### src/logic/muldiv_pkg.sv
// shared constants and types of the multiply/divide unit
package muldiv_pkg;

    localparam int WORD_W = 32;
    localparam int HALF_W = 16;
    localparam int BYTE_W = 8;
    localparam int DWORD_W = 64;
    localparam int DIV_STEPS = 32;
    localparam int CNT_W = 6;
    localparam logic [CNT_W-1:0] DIV_LAST = CNT_W'(DIV_STEPS - 1);
    localparam logic [WORD_W-1:0] QUO_NEG_LIMIT = 32'h80000000;

    // -------------------------------------------------------------
    // register map
    // -------------------------------------------------------------
    localparam int ADDR_W = 8;
    localparam logic [ADDR_W-1:0] OFS_STATUS = 8'h00;
    localparam logic [ADDR_W-1:0] OFS_IRQ_EN = 8'h04;
    localparam logic [ADDR_W-1:0] OFS_IRQ_CLR = 8'h08;
    localparam logic [ADDR_W-1:0] OFS_CTRL = 8'h0C;
    localparam logic [ADDR_W-1:0] OFS_UNIT_STATE = 8'h10;
    localparam int EV_W = 2;
    localparam int EV_DONE_BIT = 0;
    localparam int EV_EXC_BIT = 1;
    localparam int CTRL_EN_BIT = 0;
    localparam logic CTRL_EN_RST = 1'h1;
    localparam logic [EV_W-1:0] IRQ_EN_RST = 2'h0;
    localparam logic [1:0] RESP_OKAY = 2'h0;
    localparam logic [1:0] RESP_SLVERR = 2'h2;

    typedef enum logic [2:0] {
        multiply_memory_half,
        multiply_memory_word,
        multiply_register_pair,
        multiply_immediate_op,
        divide_memory_byte,
        divide_memory_half,
        divide_memory_word
    } op_t;

    typedef struct packed {
        logic [WORD_W-1:0] even;
        logic [WORD_W-1:0] odd;
    } pair_t;

    typedef struct packed {
        logic flag_arith_exception;
        logic flag_positive;
        logic flag_negative;
        logic flag_zero;
    } flags_t;

    localparam flags_t EXC_FLAGS = 4'h8;

    function automatic logic op_is_div(input op_t o);
        op_is_div = (o == divide_memory_byte) || (o == divide_memory_half) ||
                    (o == divide_memory_word);
    endfunction

endpackage

### src/logic/div_step.sv
// one restoring step of the unsigned magnitude divider
`timescale 1ns/10ps
`default_nettype none
module div_step (
    input wire logic [31:0] rem_in,
    input wire logic bit_in,
    input wire logic [31:0] divisor,
    output logic [31:0] rem_out,
    output logic quo_bit
);
    logic [32:0] shifted;
    logic [32:0] diff;

    // rem_in < divisor holds, so a non-negative difference fits 32 bits
    always_comb begin
        shifted = {rem_in, bit_in};
        diff = shifted - {1'h0, divisor};
        quo_bit = ~diff[32];
        rem_out = quo_bit ? diff[31:0] : shifted[31:0];
    end
endmodule // div_step
`default_nettype wire

### src/logic/muldiv_unit.sv
// fixed-point multiply/divide execution unit with register slave
//
// The placing of the registers and the AXI4-Lite register port were chosen for this implementation.
`timescale 1ns/10ps
`default_nettype none
module muldiv_unit (
    input wire logic mclk,
    input wire logic nrst,
    input wire logic start,
    input wire muldiv_pkg::op_t op,
    input wire logic [31:0] mem_operand,
    input wire logic [15:0] imm_half,
    input wire logic [31:0] src_reg,
    input wire muldiv_pkg::pair_t pair_in,
    output muldiv_pkg::pair_t result,
    output muldiv_pkg::flags_t flags,
    output logic done,
    output logic busy,
    output logic irq,
    input wire logic [muldiv_pkg::ADDR_W-1:0] s_axi_awaddr,
    input wire logic s_axi_awvalid,
    output logic s_axi_awready,
    input wire logic [31:0] s_axi_wdata,
    input wire logic [3:0] s_axi_wstrb,
    input wire logic s_axi_wvalid,
    output logic s_axi_wready,
    output logic [1:0] s_axi_bresp,
    output logic s_axi_bvalid,
    input wire logic s_axi_bready,
    input wire logic [muldiv_pkg::ADDR_W-1:0] s_axi_araddr,
    input wire logic s_axi_arvalid,
    output logic s_axi_arready,
    output logic [31:0] s_axi_rdata,
    output logic [1:0] s_axi_rresp,
    output logic s_axi_rvalid,
    input wire logic s_axi_rready
);
    import muldiv_pkg::*;

    typedef enum {s_idle, s_div, s_end} state_t;

    state_t state_ff;
    logic [CNT_W-1:0] cnt_ff;
    op_t op_ff;
    pair_t dvd_ff, result_ff;
    flags_t flags_ff;
    logic done_ff, busy_ff, qneg_ff, rneg_ff, ctrl_en_ff, irq_ff;
    logic [WORD_W-1:0] rem_ff, quo_ff, dvs_ff, step_rem;
    logic step_q, take, is_div, pre_ovf, q_ovf;
    logic [WORD_W-1:0] opnd, mag_dvs, q_val, r_val;
    logic [DWORD_W-1:0] mag_dvd;
    logic signed [DWORD_W-1:0] prod;

    // -------------------------------------------------------------
    // operand formation
    // -------------------------------------------------------------
    always_comb begin
        case (op)
            multiply_memory_half, divide_memory_half:
                opnd = {{HALF_W{mem_operand[HALF_W-1]}},
                        mem_operand[HALF_W-1:0]};
            multiply_immediate_op:
                opnd = {{HALF_W{imm_half[HALF_W-1]}}, imm_half};
            multiply_register_pair: opnd = src_reg;
            divide_memory_byte:
                opnd = {{(WORD_W-BYTE_W){1'h0}},
                        mem_operand[BYTE_W-1:0]};
            default: opnd = mem_operand;
        endcase
    end

    // pair_in.odd is the implicit partner of the even register
    assign prod = $signed(opnd) * $signed(pair_in.odd);
    assign is_div = op_is_div(op);
    assign take = (state_ff == s_idle) && start && ctrl_en_ff;
    assign mag_dvd = pair_in[DWORD_W-1] ? -pair_in : pair_in;
    assign mag_dvs = opnd[WORD_W-1] ? -opnd : opnd;
    // quotient would need more than 32 bits, or divisor is zero
    assign pre_ovf = (mag_dvs == '0) ||
                     (mag_dvd[DWORD_W-1:WORD_W] >= mag_dvs);

    div_step u_step (
        .rem_in(rem_ff),
        .bit_in(quo_ff[WORD_W-1]),
        .divisor(dvs_ff),
        .rem_out(step_rem),
        .quo_bit(step_q)
    );

    // zero magnitude stays zero whatever the sign
    assign q_val = qneg_ff ? -quo_ff : quo_ff;
    assign r_val = rneg_ff ? -rem_ff : rem_ff;
    // a negative quotient may reach one further than a positive one
    assign q_ovf = qneg_ff ? (quo_ff > QUO_NEG_LIMIT) : quo_ff[WORD_W-1];

    function automatic flags_t sign_flags(input logic neg, input logic zr);
        sign_flags = '{flag_arith_exception: 1'h0,
                       flag_positive: !neg && !zr,
                       flag_negative: neg,
                       flag_zero: zr};
    endfunction

    // -------------------------------------------------------------
    // sequencing
    // -------------------------------------------------------------
    always_ff @(posedge mclk or negedge nrst) begin
        if (!nrst) begin
            state_ff <= s_idle;
            cnt_ff <= '0;
            op_ff <= multiply_memory_half;
            dvd_ff <= '0;
            result_ff <= '0;
            flags_ff <= '0;
            done_ff <= 1'h0;
            busy_ff <= 1'h0;
            rem_ff <= '0;
            quo_ff <= '0;
            dvs_ff <= '0;
            qneg_ff <= 1'h0;
            rneg_ff <= 1'h0;
        end else begin
            done_ff <= 1'h0;
            case (state_ff)
                s_idle: if (take) begin
                    op_ff <= op;
                    dvd_ff <= pair_in;
                    if (!is_div) begin
                        result_ff <= prod;
                        flags_ff <= sign_flags(prod[DWORD_W-1],
                                               prod == '0);
                        done_ff <= 1'h1;
                    end else if (pre_ovf) begin
                        result_ff <= pair_in;
                        flags_ff <= EXC_FLAGS;
                        done_ff <= 1'h1;
                    end else begin
                        rem_ff <= mag_dvd[DWORD_W-1:WORD_W];
                        quo_ff <= mag_dvd[WORD_W-1:0];
                        dvs_ff <= mag_dvs;
                        qneg_ff <= pair_in[DWORD_W-1] ^ opnd[WORD_W-1];
                        rneg_ff <= pair_in[DWORD_W-1];
                        cnt_ff <= '0;
                        busy_ff <= 1'h1;
                        state_ff <= s_div;
                    end
                end
                s_div: begin
                    rem_ff <= step_rem;
                    quo_ff <= {quo_ff[WORD_W-2:0], step_q};
                    cnt_ff <= cnt_ff + 1'h1;
                    if (cnt_ff == DIV_LAST) begin
                        state_ff <= s_end;
                    end
                end
                s_end: begin
                    state_ff <= s_idle;
                    busy_ff <= 1'h0;
                    done_ff <= 1'h1;
                    if (q_ovf) begin
                        result_ff <= dvd_ff;
                        flags_ff <= EXC_FLAGS;
                    end else begin
                        result_ff <= '{even: r_val, odd: q_val};
                        flags_ff <= sign_flags(q_val[WORD_W-1],
                                               q_val == '0);
                    end
                end
                default: state_ff <= s_idle;
            endcase
        end
    end

    assign result = result_ff;
    assign flags = flags_ff;
    assign done = done_ff;
    assign busy = busy_ff;

    // -------------------------------------------------------------
    // register slave
    // -------------------------------------------------------------
    logic awready_ff, wready_ff, bvalid_ff, arready_ff, rvalid_ff, wlane_ff;
    logic [ADDR_W-1:0] awaddr_ff;
    logic [WORD_W-1:0] wdata_ff, rdata_ff, rd_mux;
    logic [1:0] bresp_ff, rresp_ff;
    logic [EV_W-1:0] status_ff, irq_en_ff, nxt_status, events;
    logic wr_fire, wr_hit, rd_hit;

    // both halves of a write held, no response pending
    assign wr_fire = !awready_ff && !wready_ff && !bvalid_ff;
    assign wr_hit = (awaddr_ff == OFS_STATUS) || (awaddr_ff == OFS_IRQ_EN) ||
                    (awaddr_ff == OFS_IRQ_CLR) || (awaddr_ff == OFS_CTRL) ||
                    (awaddr_ff == OFS_UNIT_STATE);

    always_ff @(posedge mclk or negedge nrst) begin
        if (!nrst) begin
            awready_ff <= 1'h1;
            wready_ff <= 1'h1;
            bvalid_ff <= 1'h0;
            bresp_ff <= RESP_OKAY;
            awaddr_ff <= '0;
            wdata_ff <= '0;
            wlane_ff <= 1'h0;
        end else begin
            if (s_axi_awvalid && awready_ff) begin
                awready_ff <= 1'h0;
                awaddr_ff <= s_axi_awaddr;
            end
            if (s_axi_wvalid && wready_ff) begin
                wready_ff <= 1'h0;
                wdata_ff <= s_axi_wdata;
                wlane_ff <= s_axi_wstrb[0];
            end
            if (wr_fire) begin
                bvalid_ff <= 1'h1;
                bresp_ff <= wr_hit ? RESP_OKAY : RESP_SLVERR;
            end
            if (bvalid_ff && s_axi_bready) begin
                bvalid_ff <= 1'h0;
                awready_ff <= 1'h1;
                wready_ff <= 1'h1;
            end
        end
    end

    // only byte lane 0 carries writable bits
    always_ff @(posedge mclk or negedge nrst) begin
        if (!nrst) begin
            irq_en_ff <= IRQ_EN_RST;
            ctrl_en_ff <= CTRL_EN_RST;
        end else if (wr_fire && wlane_ff) begin
            if (awaddr_ff == OFS_IRQ_EN) begin
                irq_en_ff <= wdata_ff[EV_W-1:0];
            end
            if (awaddr_ff == OFS_CTRL) begin
                ctrl_en_ff <= wdata_ff[CTRL_EN_BIT];
            end
        end
    end

    // a new event beats a clear in the same cycle
    always_comb begin
        events = '0;
        events[EV_DONE_BIT] = done_ff;
        events[EV_EXC_BIT] = done_ff && flags_ff.flag_arith_exception;
        nxt_status = status_ff;
        if (wr_fire && wlane_ff && awaddr_ff == OFS_IRQ_CLR) begin
            nxt_status = status_ff & ~wdata_ff[EV_W-1:0];
        end
        nxt_status = nxt_status | events;
    end

    always_ff @(posedge mclk or negedge nrst) begin
        if (!nrst) begin
            status_ff <= '0;
            irq_ff <= 1'h0;
        end else begin
            status_ff <= nxt_status;
            irq_ff <= |(nxt_status & irq_en_ff);
        end
    end

    always_comb begin
        rd_hit = 1'h1;
        case (s_axi_araddr)
            OFS_STATUS: rd_mux = WORD_W'(status_ff);
            OFS_IRQ_EN: rd_mux = WORD_W'(irq_en_ff);
            OFS_IRQ_CLR: rd_mux = '0;
            OFS_CTRL: rd_mux = WORD_W'(ctrl_en_ff);
            OFS_UNIT_STATE: rd_mux = WORD_W'({busy_ff, flags_ff});
            default: begin
                rd_mux = '0;
                rd_hit = 1'h0;
            end
        endcase
    end

    always_ff @(posedge mclk or negedge nrst) begin
        if (!nrst) begin
            arready_ff <= 1'h1;
            rvalid_ff <= 1'h0;
            rdata_ff <= '0;
            rresp_ff <= RESP_OKAY;
        end else begin
            if (s_axi_arvalid && arready_ff) begin
                arready_ff <= 1'h0;
                rvalid_ff <= 1'h1;
                rdata_ff <= rd_mux;
                rresp_ff <= rd_hit ? RESP_OKAY : RESP_SLVERR;
            end
            if (rvalid_ff && s_axi_rready) begin
                rvalid_ff <= 1'h0;
                arready_ff <= 1'h1;
            end
        end
    end

    assign irq = irq_ff;
    assign s_axi_awready = awready_ff;
    assign s_axi_wready = wready_ff;
    assign s_axi_bvalid = bvalid_ff;
    assign s_axi_bresp = bresp_ff;
    assign s_axi_arready = arready_ff;
    assign s_axi_rvalid = rvalid_ff;
    assign s_axi_rdata = rdata_ff;
    assign s_axi_rresp = rresp_ff;

    logic [WORD_W-1:0] chk_mem_ff, chk_src_ff;
    logic [HALF_W-1:0] chk_imm_ff;
    logic signed [WORD_W-1:0] chk_dvs_ff;
    logic chk_small_ff, mul_done, div_ok;

    always_ff @(posedge mclk or negedge nrst) begin
        if (!nrst) begin
            chk_mem_ff <= '0;
            chk_src_ff <= '0;
            chk_imm_ff <= '0;
            chk_dvs_ff <= '0;
            chk_small_ff <= 1'h0;
        end else if (take) begin
            chk_mem_ff <= mem_operand;
            chk_src_ff <= src_reg;
            chk_imm_ff <= imm_half;
            chk_dvs_ff <= opnd;
            chk_small_ff <= mag_dvd < {{WORD_W{1'h0}}, mag_dvs};
        end
    end

    assign mul_done = done_ff && !op_is_div(op_ff);
    assign div_ok = done_ff && op_is_div(op_ff) &&
                    !flags_ff.flag_arith_exception;
endmodule // muldiv_unit
`default_nettype wire

### config.mk
export PLATFORM = sky130hd
export DESIGN_NAME = muldiv_unit
export DESIGN_NICKNAME = d
export VERILOG_FILES = /design/src/logic/muldiv_pkg.sv /design/src/logic/div_step.sv /design/src/logic/muldiv_unit.sv
export SDC_FILE = /design/constraint.sdc
export NUM_CORES = 2
export LEC_CHECK = 0
export BUFFER_PORTS_ARGS = -buffer_cell sky130_fd_sc_hd__buf_2
export CORE_MARGIN = 2
export CORE_UTILIZATION = 25
export DETAILED_ROUTE_END_ITERATION = 16
export PLACE_DENSITY = 0.47
export REMOVE_ABC_BUFFERS = 1
export SLEW_MARGIN = 20
export SYNTH_ARGS = -nofsm -noshare
export SYNTH_HDL_FRONTEND = slang
export SYNTH_SLANG_ARGS = --single-unit
### constraint.sdc
create_clock -name mclk -period 5.1 [get_ports mclk]
set_input_delay 1.02 -clock mclk [delete_from_list [all_inputs] [get_ports mclk]]
set_output_delay 1.02 -clock mclk [all_outputs]
set_load 0.01 [all_outputs]
==> results.md <==
* CP max stage cell: fa_1
* Cts-stage hold buffer count at 0
* Busiest grt layer: met2
* GRT Total Usage at 0.200
* Met2 Use GR at 0.342
* Unique cell type count in the Yosys netlist at between 90 and 100
* CP required at between 5 and 6 ns
* Final setup fails at 175
* Chip Width at 480 um
* Vias in the first global route at 52300
* Register area share after synthesis at 0.119
* CP most frequent cell: fa_1
* CTS H-tree depth at 2
* Clk sink count at 269
* Max-cap violation count at 0
* Slew margin rel. at 0.275
* Routed vias at 49100
* Least-Margin Pin Slew at around 1.1 ns
* Post-synth EDFFs at 0
* DR DRC count at 0
* RSZ-0062 raised after global routing: true
* CP endpoint kind: register
* Avg Cell Area, Syn at 9.00 um^2
* Yosys reg bits at 269
* Avg WL per Cell at 22.7 um
* Failing checks: setup timing
* Die height at 480 um
* Crit Path Class: primary input to register
* Placed wire-length estimate at about 200 mm
* Synth top area share at 0.382
* Nets at 8921
* Total Wirelength at roughly 240 mm
* DRT Pass-1 Iters at 6
* Cell Rows at ~170
* Hold slack at 0.461 ns
* Dominant synthesized flop cell: dfrtp_1
* Starting DRT DRC Count at roughly 3300
* CTS clk-pin slew, worst paths at about 0.060 ns
* Met1 usage at 0.269
* Total of warnings raised by yosys at 0
* CTS tree: built
* Boundary Pins at 319
* Setup ws final at -4.53 ns
* Pin count of the biggest net entering global routing at 73
* Clock Tree Buf Depth at 3
* Skew-Pair Late Insertion Delay at roughly 0.56 ns
* Worst Skew at approximately 0.028 ns
* PortBufs at 256
* Layout cells sized above 1 at 0.302
* Max Clk Rate at 104 MHz
* Most common cell after layout, fill and taps aside: fa_1
* Most frequent cells in the layout: fa_1, inv_1, buf_4, nand2_1, and2_1
* Slew Viols, Final at 0
* First-pass GRT wire length at ~350 mm
* Worst Hold Class: primary input to asynchronous set/reset pin
* Asr flop ratio synth at 1.00
* Cts bufs inserted at 35
* Cell Area, Synth at between 50000 and 60000 um^2
* Final Critical Period at 9.63 ns
* Largest cells by area after synthesis: fa_1, dfrtp_1, inv_1, ha_1, nand2_1
* Mean number of vias per cell at 4.72
* Grt ovf at 0
* Slowest stage delay, CP at 0.59 ns
* Hold Fails Final Rpt at 0
* Antenna-violating nets left at 0
* Starting Density at 0.252
* Initial antenna violation count at 14
* Met3 usage at 0.0100
* CP arrival at 10.07 ns
* DIE AREA at 231000 um^2
* CP Buf/Inv Count at 10
* CP startpoint kind: primary input
* Result of the run: finished with violations
* CP delay by family, top: adder cells
* Core ar. at about 230000 um^2
* Crit share post-route at 1.89
* Area Growth Syn to Fin at 34.2%
* Syn Inst Count at 6305
* CP max FO at 15
* Largest area contributor in the netlist: fa_1
* Root Driver: clkbuf_16
* Gpl congestion at 0.927
[routing by layer]
metal  up-vias  wire length, um
met2      1256           114000
met1     25500           103000
met4         0            11100
li1      22000                -
met3       297             8550
met5         -                0
[path summary, 6_finish.rpt]
check | slack (ns) | cells after the start | start | to
min in group mclk | 0.48 | 2 | s_axi_rresp[1]$_DFFE_PN0P_ | s_axi_rresp[1]$_DFFE_PN0P_
worst min register to register | 0.48 | 2 | s_axi_rresp[1]$_DFFE_PN0P_ | s_axi_rresp[1]$_DFFE_PN0P_
worst max register to register | 0.39 | 13 | quo_ff[5]$_DFFE_PN0P_ | flags[0]$_DFFE_PN0P_
worst max-delay path | -4.53 | 36 | op[2] | flags[2]$_DFFE_PN0P_
worst min-delay path | 0.46 | 1 | nrst | wdata_ff[0]$_DFFE_PN0P_
max in group asynchronous | 3.55 | 2 | nrst | rem_ff[21]$_DFFE_PN0P_
[area by class of cell]
class / instances / area, um^2
fillers: 23200 / 149000
multi-input cells: 4596 / 48000
repair buffers: 1420 / 12500
flip-flops and latches: 269 / 6740
inverters: 1056 / 3980
well taps: 2992 / 3740
clock buffers: 48 / 996
clock inverters: 14 / 173
diodes: 7 / 17.5
[logic make-up (layout without fill, tap and decap cells)]
kind of cell	count (synthesis)	after routing	synth area share
multiplexers	187	187	0.0352
AND/OR/NAND/NOR	1960	1961	0.170
flip-flops	269	269	0.119
adder cells (fa/ha/maj)	1336	1336	0.438
buffers and inverters	1472	2538	0.101
AO/OA/AOI/OAI	839	842	0.0999
other	1	36	0.0000661
XOR/XNOR	241	241	0.0372
[synth_stat cells (26+ instances only)]
| library cell | number |
|---|---|
| nor2_1 | 283 |
| fa_1 | 1083 |
| nand3_1 | 101 |
| nor2b_1 | 147 |
| mux2_2 | 98 |
| and2_1 | 322 |
| o221a_2 | 29 |
| o211ai_1 | 49 |
| buf_2 | 38 |
| buf_4 | 32 |
| xor2_1 | 124 |
| dfrtp_1 | 265 |
| clkbuf_1 | 327 |
| inv_1 | 1053 |
| a221o_1 | 29 |
| nand2_1 | 768 |
| a211oi_1 | 26 |
| o21ai_0 | 200 |
| and3_1 | 67 |
| ha_1 | 253 |
| o31ai_1 | 42 |
| o221ai_1 | 42 |
| xnor2_1 | 117 |
| nand4_1 | 42 |
| mux2i_1 | 88 |
| nor3_1 | 60 |
| a21o_1 | 46 |
| a21oi_1 | 196 |
| nand2b_1 | 27 |
[stage by stage]
stage,setup slack (ns),area [um^2],cells,util,setup TNS (ns)
after floorplan,-6.53,55100,5917,-,-789.73
after global placement,-6.63,69100,10200,0.307,-642.44
after detailed placement,-6.60,69100,10200,0.307,-644.80
after CTS,-4.64,73100,10300,0.324,-462.89
after global routing,-4.75,76200,10400,0.338,-486.05
final,-4.53,76200,10400,0.338,-439.07
[registers in the layout, summed over array words and instances (netlist names), 2 cells and up]
register	cells
awaddr_ff	8
cnt_ff	6
dvd_ff	64
dvs_ff	32
flags	4
irq_en_ff	2
quo_ff	32
rem_ff	32
result	64
s_axi_rdata	5
state_ff	2
status_ff	2
wdata_ff	2
[timing repair]
action / 4_1_cts / 5_1_grt
pin swaps: 204 / 280
setup buffers: 92 / 98
setup endpoints to repair: 175 / 175
gates resized for setup: 443 / 550
gates cloned: 7 / 8
Power is not shown: default switching activity piles up to over one toggle a cycle in this logic, so the estimate is an artifact.
